### config.mk
export PLATFORM = sky130hd
export DESIGN_NAME = gser_top
export DESIGN_NICKNAME = d
export VERILOG_FILES = /design/src/verilog/gser_top.v
export VERILOG_INCLUDE_DIRS = /design/src /design/src/verilog
export SDC_FILE = /design/constraint.sdc
export NUM_CORES = 1
export LEC_CHECK = 0
export BUFFER_PORTS_ARGS = -buffer_cell sky130_fd_sc_hd__clkbuf_2
export CAP_MARGIN = 20
export CORE_MARGIN = 3
export CORE_UTILIZATION = 35
export DETAILED_ROUTE_END_ITERATION = 10
export GPL_TIMING_DRIVEN = 0
export HOLD_SLACK_MARGIN = 0.03
export PLACE_DENSITY_LB_ADDON = 0.25
export SETUP_SLACK_MARGIN = 0.15
export SYNTH_ARGS = -nofsm -noshare
export SYNTH_HDL_FRONTEND = slang
export SYNTH_SLANG_ARGS = --single-unit
### constraint.sdc
create_clock -name aclk -period 9.5 [get_ports aclk]
set_clock_uncertainty 0.15 [all_clocks]
set_input_delay 1.9 -clock aclk [delete_from_list [all_inputs] [get_ports aclk]]
set_output_delay 1.9 -clock aclk [all_outputs]
set_load 0.1 [all_outputs]
### src/verilog/gser_defines.vh
// Constants of the status byte and event reporter
// Contract
// - Status byte bits 0-3 carry status code
// - Status bit 5 flags abnormal condition
// - Status bit 6 shows active service request
// - System events: bytes 65-69, codes 401-405
// - Parse failures: byte 97, codes 101-109
// - Execution failures: byte 98, codes 201-205
// - Internal malfunction: byte 99, codes 303-307
// - Power-on event after every power cycle
// - Completion event on store-mode single acquisition
// - User-request event on front-panel key
// - Plotter-done event when plot finishes
// - Supply-recovered event when fault clears
// - Completion request enable, off after power-up
// - Event query returns last polled event
// - Returned event code is cleared
// - Second poll discards first poll's code
// - Disabled: query only, status byte zero
// - Ten-entry LIFO, oldest dropped on overflow
// - Disabled: poll gives zero, no request
// - Service request enable defaults on
`ifndef GSER_DEFINES_VH
`define GSER_DEFINES_VH

// ------------------------------------------------------------
// Register byte addresses
// ------------------------------------------------------------
`define GSER_ADDR_CTRL    4'h0
`define GSER_ADDR_POLL    4'h4
`define GSER_ADDR_EVENT   4'h8
`define GSER_ADDR_STATE   4'hc

// ------------------------------------------------------------
// Control fields and reset values
// ------------------------------------------------------------
`define GSER_CTRL_SRE_BIT 0
`define GSER_CTRL_CRE_BIT 1
`define GSER_SRE_RESET    1'b1
`define GSER_CRE_RESET    1'b0

// ------------------------------------------------------------
// Status byte fields and event code bases
// ------------------------------------------------------------
`define GSER_SB_SRQ_BIT   6
`define GSER_SB_ABN_BIT   5
`define GSER_CODE_CMD     9'h064
`define GSER_CODE_EXE     9'h0c8
`define GSER_CODE_INT     9'h12c
`define GSER_CODE_SYS     9'h190
`define GSER_CODE_PWR     9'h191
`define GSER_CODE_OPC     9'h192
`define GSER_CODE_USR     9'h193
`define GSER_CODE_PLT     9'h194
`define GSER_CODE_REC     9'h195
`define GSER_SC_CMD       4'h1
`define GSER_SC_EXE       4'h2
`define GSER_SC_INT       4'h3

// ------------------------------------------------------------
// AXI responses
// ------------------------------------------------------------
`define GSER_RESP_OKAY    2'b00
`define GSER_RESP_SLVERR  2'b10

`endif

### src/verilog/gser_top.v
// Status byte, service request and event LIFO with an AXI4-Lite slave
`timescale 1ns/10ps
`default_nettype none
`include "gser_defines.vh"

module gser_top #(
	parameter DEPTH = 10
) (
	// Clock and reset
	input  wire        aclk,
	input  wire        aresetn,
	// AXI4-Lite write address and data
	input  wire [3:0]  s_axi_awaddr,
	input  wire        s_axi_awvalid,
	output reg         s_axi_awready,
	input  wire [31:0] s_axi_wdata,
	input  wire [3:0]  s_axi_wstrb,
	input  wire        s_axi_wvalid,
	output reg         s_axi_wready,
	// AXI4-Lite write response
	output reg  [1:0]  s_axi_bresp,
	output reg         s_axi_bvalid,
	input  wire        s_axi_bready,
	// AXI4-Lite read
	input  wire [3:0]  s_axi_araddr,
	input  wire        s_axi_arvalid,
	output reg         s_axi_arready,
	output reg  [31:0] s_axi_rdata,
	output reg  [1:0]  s_axi_rresp,
	output reg         s_axi_rvalid,
	input  wire        s_axi_rready,
	// Instrument events, same clock domain
	input  wire        acq_single_done,
	input  wire        display_store,
	input  wire        plot_done,
	input  wire        pll_fault,
	input  wire        overheat_fault,
	input  wire        err_valid,
	input  wire [8:0]  err_code,
	// Front-panel request key pin
	input  wire        req_key_n,
	// Status outputs
	output reg         srq_reg,
	output reg  [7:0]  status_byte_reg
);

	// ------------------------------------------------------------
	// Status byte of an event code
	// ------------------------------------------------------------
	function [7:0] sb_of;
		input [8:0] c;
		input       rq;
		reg   [7:0] b;
		reg   [8:0] d;
		begin
			b = 8'h00;
			d = c - `GSER_CODE_SYS;
			if (c > `GSER_CODE_SYS)
			begin
				// System codes count up from the base, so the offset is the class code
				b[3:0] = d[3:0];
			end
			else if (c > `GSER_CODE_INT)
			begin
				b[3:0] = `GSER_SC_INT;
				b[`GSER_SB_ABN_BIT] = 1'b1;
			end
			else if (c > `GSER_CODE_EXE)
			begin
				b[3:0] = `GSER_SC_EXE;
				b[`GSER_SB_ABN_BIT] = 1'b1;
			end
			else if (c > `GSER_CODE_CMD)
			begin
				b[3:0] = `GSER_SC_CMD;
				b[`GSER_SB_ABN_BIT] = 1'b1;
			end
			b[`GSER_SB_SRQ_BIT] = rq & (c != 9'h000);
			sb_of = b;
		end
	endfunction

	// ------------------------------------------------------------
	// State
	// ------------------------------------------------------------
	reg  [8:0] stk_reg [0:DEPTH-1];
	reg  [3:0] cnt_reg;
	reg  [8:0] ann_reg;
	reg        ann_valid_reg;
	reg        sre_reg;
	reg        cre_reg;
	reg  [4:0] sys_pend_reg;
	reg        pwr_pend_reg;
	reg        key_s1_reg;
	reg        key_s2_reg;
	reg        key_s3_reg;
	reg        fault_d_reg;
	integer    i;

	wire       fault_now  = pll_fault | overheat_fault;
	// Third flip-flop only serves the edge detector; the detector never reads the first
	wire       key_press  = key_s3_reg & ~key_s2_reg;
	wire       top_valid  = (cnt_reg != 4'h0);
	wire [8:0] top_code   = top_valid ? stk_reg[0] : 9'h000;
	// A completion event only calls for service when its own enable is on
	wire       top_req    = top_valid & ((top_code != `GSER_CODE_OPC) | cre_reg);
	wire       srq_next   = sre_reg & top_req;

	// ------------------------------------------------------------
	// Event raising
	// ------------------------------------------------------------
	wire [4:0] sys_set;
	assign sys_set[0] = pwr_pend_reg;
	assign sys_set[1] = acq_single_done & display_store;
	assign sys_set[2] = key_press;
	assign sys_set[3] = plot_done;
	assign sys_set[4] = fault_d_reg & ~fault_now;

	reg  [4:0] sys_clr;
	reg  [8:0] sys_code;
	always @*
	begin
		sys_clr  = 5'h00;
		sys_code = 9'h000;
		if (sys_pend_reg[0])
		begin
			sys_clr[0] = 1'b1;
			sys_code   = `GSER_CODE_PWR;
		end
		else if (sys_pend_reg[1])
		begin
			sys_clr[1] = 1'b1;
			sys_code   = `GSER_CODE_OPC;
		end
		else if (sys_pend_reg[2])
		begin
			sys_clr[2] = 1'b1;
			sys_code   = `GSER_CODE_USR;
		end
		else if (sys_pend_reg[3])
		begin
			sys_clr[3] = 1'b1;
			sys_code   = `GSER_CODE_PLT;
		end
		else if (sys_pend_reg[4])
		begin
			sys_clr[4] = 1'b1;
			sys_code   = `GSER_CODE_REC;
		end
	end

	// Errors go straight in; system events wait until err_valid drops
	wire       push      = err_valid | (sys_pend_reg != 5'h00);
	wire [8:0] push_code = err_valid ? err_code : sys_code;
	wire [4:0] sys_take  = err_valid ? 5'h00 : sys_clr;

	// ------------------------------------------------------------
	// AXI4-Lite read side and its side effects
	// ------------------------------------------------------------
	wire ar_hs   = s_axi_arvalid & s_axi_arready;
	wire poll_rd = ar_hs & (s_axi_araddr == `GSER_ADDR_POLL);
	wire evt_rd  = ar_hs & (s_axi_araddr == `GSER_ADDR_EVENT);

	// A poll with requests on moves the top code to the announced slot
	wire poll_pop = poll_rd & sre_reg & top_valid;
	// A query with nothing announced takes the newest pending code
	wire evt_pop  = evt_rd & ~(sre_reg & ann_valid_reg) & top_valid;
	wire pop      = poll_pop | evt_pop;

	reg  [31:0] rd_data;
	reg  [1:0]  rd_resp;
	always @*
	begin
		rd_data = 32'h0000_0000;
		rd_resp = `GSER_RESP_OKAY;
		case (s_axi_araddr)
		`GSER_ADDR_CTRL:
			rd_data[1:0] = {cre_reg, sre_reg};
		`GSER_ADDR_POLL:
			if (sre_reg)
			begin
				rd_data[7:0] = sb_of(top_code, srq_next);
			end
		`GSER_ADDR_EVENT:
			if (sre_reg & ann_valid_reg)
			begin
				rd_data[8:0] = ann_reg;
			end
			else
			begin
				rd_data[8:0] = top_code;
			end
		`GSER_ADDR_STATE:
			rd_data[13:0] = {ann_reg, ann_valid_reg, cnt_reg};
		default:
			rd_resp = `GSER_RESP_SLVERR;
		endcase
	end

	always @(posedge aclk)
	begin
		if (!aresetn)
		begin
			s_axi_arready <= 1'b0;
			s_axi_rvalid  <= 1'b0;
			s_axi_rdata   <= 32'h0000_0000;
			s_axi_rresp   <= `GSER_RESP_OKAY;
		end
		else
		begin
			// No new address is taken while an answer is still waiting
			s_axi_arready <= s_axi_arvalid & ~s_axi_arready & ~s_axi_rvalid;
			// Data and side effects are taken at the same handshake edge
			if (ar_hs)
			begin
				s_axi_rvalid <= 1'b1;
				s_axi_rdata  <= rd_data;
				s_axi_rresp  <= rd_resp;
			end
			else if (s_axi_rready)
			begin
				s_axi_rvalid <= 1'b0;
			end
		end
	end

	// ------------------------------------------------------------
	// AXI4-Lite write side: address and data are taken together
	// ------------------------------------------------------------
	// Both channels must be valid; taking them together keeps one write at a time
	wire wr_go = s_axi_awvalid & s_axi_wvalid & ~s_axi_awready & ~s_axi_bvalid;
	wire wr_hs = s_axi_awready & s_axi_awvalid & s_axi_wvalid;
	wire wr_ok = (s_axi_awaddr == `GSER_ADDR_CTRL) | (s_axi_awaddr == `GSER_ADDR_POLL)
		| (s_axi_awaddr == `GSER_ADDR_EVENT) | (s_axi_awaddr == `GSER_ADDR_STATE);

	always @(posedge aclk)
	begin
		if (!aresetn)
		begin
			s_axi_awready <= 1'b0;
			s_axi_wready  <= 1'b0;
			s_axi_bvalid  <= 1'b0;
			s_axi_bresp   <= `GSER_RESP_OKAY;
			sre_reg       <= `GSER_SRE_RESET;
			cre_reg       <= `GSER_CRE_RESET;
		end
		else
		begin
			s_axi_awready <= wr_go;
			s_axi_wready  <= wr_go;
			if (wr_hs)
			begin
				s_axi_bvalid <= 1'b1;
				// Unmapped writes still get an answer so the master never hangs
				s_axi_bresp  <= wr_ok ? `GSER_RESP_OKAY : `GSER_RESP_SLVERR;
				if ((s_axi_awaddr == `GSER_ADDR_CTRL) && s_axi_wstrb[0])
				begin
					sre_reg <= s_axi_wdata[`GSER_CTRL_SRE_BIT];
					cre_reg <= s_axi_wdata[`GSER_CTRL_CRE_BIT];
				end
			end
			else if (s_axi_bready)
			begin
				s_axi_bvalid <= 1'b0;
			end
		end
	end

	// ------------------------------------------------------------
	// Event sources
	// ------------------------------------------------------------
	always @(posedge aclk)
	begin
		if (!aresetn)
		begin
			// Idle-high reset values keep a false key press out after reset
			key_s1_reg   <= 1'b1;
			key_s2_reg   <= 1'b1;
			key_s3_reg   <= 1'b1;
			fault_d_reg  <= 1'b0;
			// Every reset release counts as a power cycle and raises power-on
			pwr_pend_reg <= 1'b1;
			sys_pend_reg <= 5'h00;
		end
		else
		begin
			key_s1_reg   <= req_key_n;
			key_s2_reg   <= key_s1_reg;
			key_s3_reg   <= key_s2_reg;
			fault_d_reg  <= fault_now;
			pwr_pend_reg <= 1'b0;
			// A new event in the cycle of its own take is kept
			sys_pend_reg <= (sys_pend_reg & ~sys_take) | sys_set;
		end
	end

	// ------------------------------------------------------------
	// Event LIFO and announced code
	// ------------------------------------------------------------
	always @(posedge aclk)
	begin
		if (!aresetn)
		begin
			cnt_reg <= 4'h0;
			for (i = 0; i < DEPTH; i = i + 1)
			begin
				stk_reg[i] <= 9'h000;
			end
		end
		// A push and a pop together replace the top; the count stays
		else if (push && pop)
		begin
			stk_reg[0] <= push_code;
		end
		else if (push)
		begin
			for (i = DEPTH - 1; i > 0; i = i - 1)
			begin
				stk_reg[i] <= stk_reg[i-1];
			end
			stk_reg[0] <= push_code;
			// Full stack: the shift has already dropped the oldest entry
			if (cnt_reg != DEPTH[3:0])
			begin
				cnt_reg <= cnt_reg + 4'h1;
			end
		end
		else if (pop)
		begin
			for (i = 0; i < DEPTH - 1; i = i + 1)
			begin
				stk_reg[i] <= stk_reg[i+1];
			end
			stk_reg[DEPTH-1] <= 9'h000;
			cnt_reg <= cnt_reg - 4'h1;
		end
	end

	always @(posedge aclk)
	begin
		if (!aresetn)
		begin
			ann_reg       <= 9'h000;
			ann_valid_reg <= 1'b0;
		end
		// A new poll overwrites an unqueried announced code, which is lost
		else if (poll_pop)
		begin
			ann_reg       <= top_code;
			ann_valid_reg <= 1'b1;
		end
		else if (evt_rd && sre_reg && ann_valid_reg)
		begin
			ann_reg       <= 9'h000;
			ann_valid_reg <= 1'b0;
		end
	end

	// ------------------------------------------------------------
	// Service request line and status byte view
	// ------------------------------------------------------------
	always @(posedge aclk)
	begin
		if (!aresetn)
		begin
			srq_reg         <= 1'b0;
			status_byte_reg <= 8'h00;
		end
		else
		begin
			// The byte view is what the next poll would return
			srq_reg         <= srq_next;
			status_byte_reg <= sre_reg ? sb_of(top_code, srq_next) : 8'h00;
		end
	end

endmodule
`default_nettype wire

==> results.sh, run 1 <==
export IMPL_outcome="completed"
export IMPL_drt_pass1_iterations=5
export IMPL_drtAntennaViolNets=0
export IMPL_power_leakage_nw=3.174
export IMPL_stdcell_count=909
export IMPL_portBuffers=61
export IMPL_cts_max_level=4
export IMPL_num_vias=4812
export IMPL_synth_distinct_cells=57
export IMPL_largest_reg_flops=90
export IMPL_ys_async_sr_fraction=0
export IMPL_crit_fanout=23
export IMPL_slew_violations=0
export IMPL_ys_seq_area_frac=0.5784
export IMPL_rsz0062_at_grt="false"
export IMPL_grt_total_usage=0.1648
export IMPL_postCtsResizedCells=0
export IMPL_num_rows=49
export IMPL_maxCapViolations=0
export IMPL_reg2reg_depth=8
export IMPL_synth_area_mm2=0.006507
export IMPL_synth_edf_count=90
export IMPL_ys_flop_type="edfxtp_1"
export IMPL_critical_path_class="in -> reg"
export IMPL_placedCellCount=876
export IMPL_grt_pass1_wl_um=26030
export IMPL_io_pins=117
export IMPL_fillers=1702
export IMPL_cts_made_buffers=17
export IMPL_yosysMostFrequentCell="edfxtp_1"
export IMPL_yosysWarnings=0
export IMPL_maxClockFrequency_mhz=202.4
export IMPL_grt_antenna_before_repair=0
export IMPL_critPathArrivalTime_ns=4.91
export IMPL_hpwlAfterDp_um=12000
export IMPL_cts_tree="yes"
export IMPL_power_total_mw=1.680
export IMPL_area_delta_synth_final_pct=20.90
export IMPL_min_to="key_s2_reg"
export IMPL_cts_hold_buffers=0
export IMPL_dieHeight_um=142.4
export IMPL_reg2reg_from="s_axi_arready"
export IMPL_synth_avg_cell_area_um2=11.58
export IMPL_die_x_um=142.4
export IMPL_placed_area_mm2=0.007263
export IMPL_peakVddDrop_uv=164.1
export IMPL_postCtsSetupRepairBufs=0
export IMPL_path_clk_slew_ns=0.07
export IMPL_synth_top_cells_by_count="90 x edfxtp_1, 53 x dfxtp_1, 52 x a22o_2"
export IMPL_min_delay_start="key_s1_reg"
export IMPL_routed_via_density=5.294
export IMPL_core_area_mm2=0.01809
export IMPL_min_period_ns=4.941
export IMPL_syn_inst=562
export IMPL_clk_path_buf_depth=2
export IMPL_ys_top_cells_by_area="edfxtp_1 42%, dfxtp_1 16%, a22o_2 8.0%"
export IMPL_hold_viol=0
export IMPL_wirelength_um=16280
export IMPL_cts_sinks=143
export IMPL_synthDominantCellAreaShare=0.4153
export IMPL_cp_end_kind="flip-flop"
export IMPL_grt_pass1_vias=4802
export IMPL_num_antenna_cells=0
export IMPL_tightest_slew_ns=1.035
export IMPL_wl_per_cell_um=17.91
export IMPL_grt_start_max_net_pins=24
export IMPL_drive_above_1_share=0.2971
export IMPL_r2r_slack_ns=5.91
export IMPL_power_density_mw_per_mm2=213.6
export IMPL_start_util=0.3598
export IMPL_grt_ovfl_total=0
export IMPL_cp_data_required_time_ns=9.47
export IMPL_fin_area_mm2=0.007868
export IMPL_hp_class="reg -> reg"
export IMPL_relSlewSlack=0.3047
export IMPL_setup_violations_final=0
export IMPL_die_area_mm2=0.02026
export IMPL_period_share=0.5201
export IMPL_cts_root_buffer_cell="clkbuf_16"
export IMPL_synth_seq_cells=143
export IMPL_tns_ns=0
export IMPL_cp_start_kind="primary input"
export IMPL_drc=0
export IMPL_final_nets=737
export IMPL_regToRegEndpoint="stk_reg[0][22]"
export IMPL_worstHoldPathCells=1
export IMPL_insertion_delay_ns=0.42
export IMPL_gp_congestion=0.8863
export IMPL_drtIter0Drc=395
export IMPL_synth_top_area_cell="edfxtp_1"
==> worst max path at each step <==
stage	depth (start not counted)	from	slack, ns	end
floorplan	6	err_valid	1.30	stk_reg[0][18]
global placement	6	s_axi_araddr[3]	-0.99	stk_reg[1][10]
detailed placement	8	s_axi_araddr[3]	4.14	stk_reg[0][66]
CTS	8	s_axi_araddr[3]	4.58	stk_reg[0][18]
global route	8	s_axi_araddr[3]	4.32	stk_reg[0][22]
finish	8	s_axi_araddr[3]	4.56	stk_reg[0][22]
==> cell type report <==
class / instances / area [um2] / share of cell area
flip-flops and latches: 143 / 3764 / 0.4784
multi-input cells: 368 / 2409 / 0.3061
clock buffers: 17 / 425.4 / 0.05407
plain buffers: 63 / 395.4 / 0.05025
repair buffers: 65 / 380.4 / 0.04835
well taps: 229 / 286.5 / 0.03642
clock inverters: 15 / 173.9 / 0.02211
inverters: 9 / 33.78 / 0.004294
==> per-layer routing <==
metal | GRT usage | up-vias | routed length (um)
li1 | - | 2309 | -
met5 | 0 | - | 0
met4 | 0.07004 | 0 | 427
met1 | 0.2107 | 2312 | 7151
met3 | 0.04200 | 33 | 766
met2 | 0.2666 | 158 | 7931
==> where the power goes <==
part | switching (mW) | leakage (nW) | total [mW] | internal (mW)
clock | 0.287 | 0.289 | 0.683 | 0.397
sequential | 0.0330 | 1.49 | 0.745 | 0.712
combinational | 0.181 | 1.40 | 0.252 | 0.0718
==> cells by family after synthesis <==
family                     count (synthesis)  synth area share
DFF                                      143            0.5784
AOI/OAI and AO/OA                        170            0.2040
adders and majority gates                  3          0.006921
xor gates and xnor gates                   1          0.001346
muxes                                      5          0.007691
other                                      1         0.0005763
and+or+nand+nor                          167            0.1352
buffers and inverters                     72           0.06595
==> cells in the final DEF (no fill, tap or decap), types with 7 or more instances in the layout <==
master     Yosys  layout
a211oi_1       8       8
a21oi_1       38      38
a22o_1        20      20
a22o_2        52      52
and2_1        16      16
buf_2          7       7
buf_4         24      24
buf_6          8       8
clkbuf_1      23      23
clkbuf_16      0      17
clkbuf_2       0      62
conb_1         1      22
dfxtp_1       53      53
edfxtp_1      90      90
inv_1          8       8
nand2_1       42      42
nand3_1       24      24
nor2_1        36      36
nor3_1        12      12
o21ai_0       20      18
==> worst max-delay path, stage by stage <==
cell      delay, ns
clkbuf_2       0.12
nor2b_1        0.36
a22oi_1        0.23
nor3_1         0.87
nor2_1         0.25
o21ai_4        0.72
buf_16         0.25
buf_16         0.18
==> stage by stage <==
stage | util | setup slack [ns] | hold WS, ns
floorplan | - | 1.297 | 0.2363
CTS | 0.4347 | 4.582 | 0.2748
global placement | 0.3969 | -0.9917 | 0.2509
detailed placement | 0.4016 | 4.144 | 0.2568
global route | 0.4350 | 4.325 | 0.2817
finish | 0.4350 | 4.560 | 0.2689
Note: power is estimated with default switching activity, not from simulation.
==> inputs of run 2 (changes only) <==
- clock period: 9.5 -> 4 ns (I/O delays scaled with it)
==> run 2 against run 1 <==
Against the previous run:
- routed wire length increased by 0.90%
- critical path depth is 3 higher
- combinational power increased by 130%
- count of clock-buffer cells in the layout is the same
- via count fell by 0.23%
- highest routed layer unchanged
==> results.sh, run 2 (synthesis gave the netlist of run 1 again) <==
export IMPL_power_density_mw_per_mm2=508.5
export IMPL_cp_data_required_time_ns=4.17
export IMPL_tightest_slew_ns=1.142
export IMPL_relSlewSlack=0.2331
export IMPL_setup_violations_final=0
export IMPL_worstHoldPathCells=1
export IMPL_busiest_layer="met2"
export IMPL_min_to="key_s2_reg"
export IMPL_postCtsSetupRepairBufs=0
export IMPL_core_area_mm2=0.01809
export IMPL_path_clk_slew_ns=0.07
export IMPL_seq_area_mm2=0.003764
export IMPL_period_share=0.8531
export IMPL_drtAntennaViolNets=0
export IMPL_cp_start_kind="primary input"
export IMPL_cts_max_level=4
export IMPL_clk_path_buf_depth=2
export IMPL_wl_per_cell_um=18.09
export IMPL_grt_pass1_wl_um=25840
export IMPL_insertion_delay_ns=0.43
export IMPL_portBuffers=61
export IMPL_drtIter0Drc=345
export IMPL_finalWorstSetupSlack_ns=0.5877
export IMPL_crit_fanout=10
export IMPL_final_common_cell="edfxtp_1"
export IMPL_reg2reg_from="sys_pend_reg[0]"
export IMPL_die_area_mm2=0.02026
export IMPL_routed_via_density=5.287
export IMPL_grt_total_usage=0.1636
export IMPL_grt_start_max_net_pins=34
export IMPL_rsz0062_at_grt="false"
export IMPL_num_antenna_cells=0
export IMPL_maxClockFrequency_mhz=293.1
export IMPL_num_vias=4801
export IMPL_hp_class="reg -> reg"
export IMPL_start_util=0.3598
export IMPL_reg2reg_depth=10
export IMPL_hold_viol=0
export IMPL_hold_slack_ns=0.2592
export IMPL_grt_ovfl_total=0
export IMPL_dieHeight_um=142.4
export IMPL_final_nets=736
export IMPL_drive_above_1_share=0.2990
export IMPL_drc=0
export IMPL_cts_tree="yes"
export IMPL_cp_end_kind="flip-flop"
export IMPL_multi_input_area_mm2=0.002409
export IMPL_gr_usage_met3=0.03327
export IMPL_maxCapViolations=0
export IMPL_cts_hold_buffers=0
export IMPL_die_x_um=142.4
export IMPL_pre_cts_ws_ns=0.1539
export IMPL_layout_common_cells="90 x edfxtp_1, 61 x clkbuf_2, 53 x dfxtp_1, 52 x a22o_2, 42 x nand2_1"
export IMPL_largest_reg_flops=90
export IMPL_min_period_ns=3.412
export IMPL_num_rows=49
export IMPL_fillers=1701
export IMPL_min_delay_start="key_s1_reg"
export IMPL_drt_pass1_iterations=5
export IMPL_cts_sinks=143
export IMPL_grt_use_met1=0.2095
export IMPL_slew_violations=0
export IMPL_critPathArrivalTime_ns=3.58
export IMPL_hpwlAfterDp_um=12070
export IMPL_r2r_slack_ns=0.71
export IMPL_cts_root_buffer_cell="clkbuf_16"
export IMPL_peakVddDrop_uv=282.7
export IMPL_critical_path_class="in -> reg"
export IMPL_io_pins=117
export IMPL_gp_congestion=0.8696
export IMPL_grt_pass1_vias=4760
export IMPL_wirelength_um=16420
export IMPL_cts_made_buffers=17
export IMPL_grt_antenna_before_repair=0
export IMPL_postCtsResizedCells=0
export IMPL_regToRegEndpoint="cnt_reg[3]"
export IMPL_area_delta_synth_final_pct=20.86
export IMPL_met2_usage=0.2755
export IMPL_outcome="completed"
export IMPL_power_leakage_nw=3.169
[run 2: changes by cell type in the layout (fill, tap and decap cells not counted), sizes merged]
cell,change
bufinv,-1
inv,+1
clkbuf,-1
[run 2: how the worst max path moves through the flow]
stage	from	to	slack [ns]	cells after the start
after floorplan	s_axi_arready	stk_reg[0][18]	0.16	6
after global placement	s_axi_araddr[3]	stk_reg[1][14]	-0.47	6
after detailed placement	s_axi_araddr[2]	stk_reg[0][55]	0.15	7
after CTS	s_axi_araddr[3]	stk_reg[0][18]	0.61	7
after global routing	err_valid	cnt_reg[3]	0.39	11
final	err_valid	cnt_reg[3]	0.59	11
[run 2: through the flow]
stage / utilization / std cells / area [um2] / total power, mW / setup TNS [ns]
after global placement: 0.3975 / 873 / 7189 / 2.367 / -37.24
final: 0.4349 / 908 / 7865 / 3.999 / 0
after detailed placement: 0.4010 / 876 / 7252 / 2.388 / 0
after global routing: 0.4349 / 908 / 7865 / 4.138 / 0
after floorplan: - / 583 / 6598 / 2.235 / 0
after CTS: 0.4349 / 908 / 7865 / 4.020 / 0
[run 2: critical path, stage by stage]
cell       delay, ns
clkbuf_2        0.10
or4_4           0.59
or2_1           0.26
buf_6           0.15
clkinv_1        0.17
ha_1            0.26
a21o_1          0.19
a2111oi_0       0.46
nand4_1         0.19
nand3_1         0.16
nor4b_1         0.24
[run 2: power breakdown]
part	switching (mW)	internal [mW]
clock	0.737	0.903
sequential	0.0792	1.69
combinational	0.423	0.169
total	1.24	2.76
[run 2: layout make-up]
| cell class | count | share of cell area |
|---|---|---|
| Inverter | 9 | 0.004295 |
| Clock buffer | 17 | 0.05409 |
| Sequential cell | 143 | 0.4785 |
| Timing Repair Buffer | 64 | 0.04629 |
| Multi-Input combinational cell | 368 | 0.3062 |
| Clock inverter | 15 | 0.02386 |
| Buffer | 63 | 0.05027 |
| Tap cell | 229 | 0.03643 |
[run 2: routing by layer]
metal  vias up  part of all wire
li1       2301                 -
met1      2313              0.44
met2       154              0.49
met3        33             0.050
met4         0             0.020
met5         -                 0
==> inputs of run 3 (changes only) <==
- CTS_BUF_LIST: unset -> sky130_fd_sc_hd__clkbuf_4
==> run 3 against run 2 <==
Against the previous run:
- clock power shrank 38%
- critical path depth is 1 lower
- sequential cell count is the same
- routed wire length decreased by 0.14%
- first-iteration DRC count is 8.1% higher
==> results.sh, run 3 (synthesis gave the netlist of run 1 again) <==
export IMPL_outcome="completed"
export IMPL_path_cells="or4_4, or2_1, buf_6, clkinv_1, ha_1, a21o_1, a2111oi_0, nand4_1, nand3_1, nor4b_1"
export IMPL_drc=0
export IMPL_start_util=0.3598
export IMPL_dieHeight_um=142.4
export IMPL_grt_total_usage=0.1631
export IMPL_power_leakage_nw=3.038
export IMPL_final_nets=736
export IMPL_layout_common_cells="90 x edfxtp_1, 61 x clkbuf_2, 53 x dfxtp_1, 52 x a22o_2, 42 x nand2_1"
export IMPL_gp_congestion=0.8696
export IMPL_wl_per_cell_um=18.04
export IMPL_peakVddDrop_uv=209.8
export IMPL_p_switching_mw=1.163
export IMPL_tightest_slew_ns=1.173
export IMPL_power_total_mw=3.373
export IMPL_insertion_delay_ns=0.56
export IMPL_crit_path_max_incr_delay_ns=0.58
export IMPL_finalWorstSetupSlack_ns=0.6521
export IMPL_grt_pass1_vias=4766
export IMPL_combPwrFrac=0.175
export IMPL_min_period_ns=3.348
export IMPL_path_clk_slew_ns=0.15
export IMPL_cts_hold_buffers=0
export IMPL_period_share=0.8370
export IMPL_grt_ovfl_total=0
export IMPL_cts_max_level=4
export IMPL_drtAntennaViolNets=0
export IMPL_die_area_mm2=0.02026
export IMPL_cts_root_buffer_cell="clkbuf_4"
export IMPL_setup_violations_final=0
export IMPL_final_common_cell="edfxtp_1"
export IMPL_core_area_mm2=0.01809
export IMPL_cts_made_buffers=17
export IMPL_r2r_slack_ns=0.65
export IMPL_num_vias=4827
export IMPL_cts_tree="yes"
export IMPL_portBuffers=61
export IMPL_routed_via_density=5.310
export IMPL_hp_class="in -> reg"
export IMPL_drtIter0Drc=373
export IMPL_slowest_stage="or4_4"
export IMPL_power_density_mw_per_mm2=445.5
export IMPL_cts_sinks=143
export IMPL_tns_ns=0
export IMPL_area_delta_synth_final_pct=16.32
export IMPL_num_rows=49
export IMPL_postCtsResizedCells=0
export IMPL_hold_viol=0
export IMPL_drive_above_1_share=0.2990
export IMPL_die_x_um=142.4
export IMPL_cp_data_required_time_ns=4.30
export IMPL_relSlewSlack=0.2117
export IMPL_grt_pass1_wl_um=25820
export IMPL_clk_path_buf_depth=2
export IMPL_cp_end_kind="flip-flop"
export IMPL_hpwlAfterDp_um=12070
export IMPL_rsz0062_at_grt="false"
export IMPL_stdcell_count=909
export IMPL_critical_path_class="reg -> reg"
export IMPL_postCtsSetupRepairBufs=0
export IMPL_p_seq_frac=0.524
export IMPL_drt_pass1_iterations=6
export IMPL_io_pins=117
export IMPL_clockPowerShare=0.301
export IMPL_slew_violations=0
export IMPL_cp_start_kind="flip-flop"
export IMPL_p_sw_frac=0.3447
export IMPL_hold_slack_ns=0.2574
export IMPL_critPathArrivalTime_ns=3.65
export IMPL_wirelength_um=16400
export IMPL_fillers=1728
export IMPL_grt_antenna_before_repair=1
export IMPL_crit_fanout=10
export IMPL_pre_cts_ws_ns=0.1539
export IMPL_largest_reg_flops=90
export IMPL_placedCellCount=876
export IMPL_p_int_mw=2.210
export IMPL_maxClockFrequency_mhz=298.7
export IMPL_maxCapViolations=0
export IMPL_grt_start_max_net_pins=34
run 3: cell count changes in the layout (fill, tap and decap cells not counted), sizes merged:
cell   change
diode      +1
run 3: metrics by stage:
stage / utilization / area, um2
after detailed placement: 0.4010 / 7252
after CTS: 0.4184 / 7567
final: 0.4185 / 7570
after global routing: 0.4185 / 7570
after global placement: 0.3975 / 7189
after floorplan: - / 6598
run 3: metal layers:
metal  GRT usage  vias to the layer above  part of all wire
met1      0.2083                     2321              0.43
met3     0.03898                       35             0.052
met2      0.2735                      172              0.49
met4     0.05453                        0             0.023
met5           0                        -                 0
li1            -                     2299                 -
run 3: cell type report:
type,count,area (um2),share of cell area
Buffer,63,395.4,0.05223
Clock buffer,17,127.6,0.01686
Antenna cell,1,2.502,0.0003306
Multi-Input combinational cell,368,2409,0.3182
Timing Repair Buffer,64,364.1,0.04810
Sequential cell,143,3764,0.4972
Clock inverter,15,187.7,0.02479
Tap cell,229,286.5,0.03785
Inverter,9,33.78,0.004463
run 3: final timing paths:
kind                        start    endpoint  cells past startpoint
setup / recovery  sys_pend_reg[0]  cnt_reg[3]                     10
hold / removal          req_key_n  key_s1_reg                      2
setup reg to reg  sys_pend_reg[0]  cnt_reg[3]                     10
hold reg to reg        key_s1_reg  key_s2_reg                      1
run 3: worst max-delay path: cells and delay by family, from the launching register on:
kind	cells	cell delay [ns]
and+or+nand+nor	5	1.43
DFF	1	0.38
adders and majority gates	1	0.27
AOI/OAI and AO/OA	2	0.66
buffers and inverters	2	0.33
run 3: power groups by stage:
stage / registers, mW / logic, mW / clock network [mW]
final: 1.77 / 0.592 / 1.01
after global routing: 1.78 / 0.634 / 1.10
after floorplan: 1.86 / 0.372 / 0
after detailed placement: 1.80 / 0.589 / 0
after CTS: 1.77 / 0.590 / 1.03
after global placement: 1.80 / 0.572 / 0
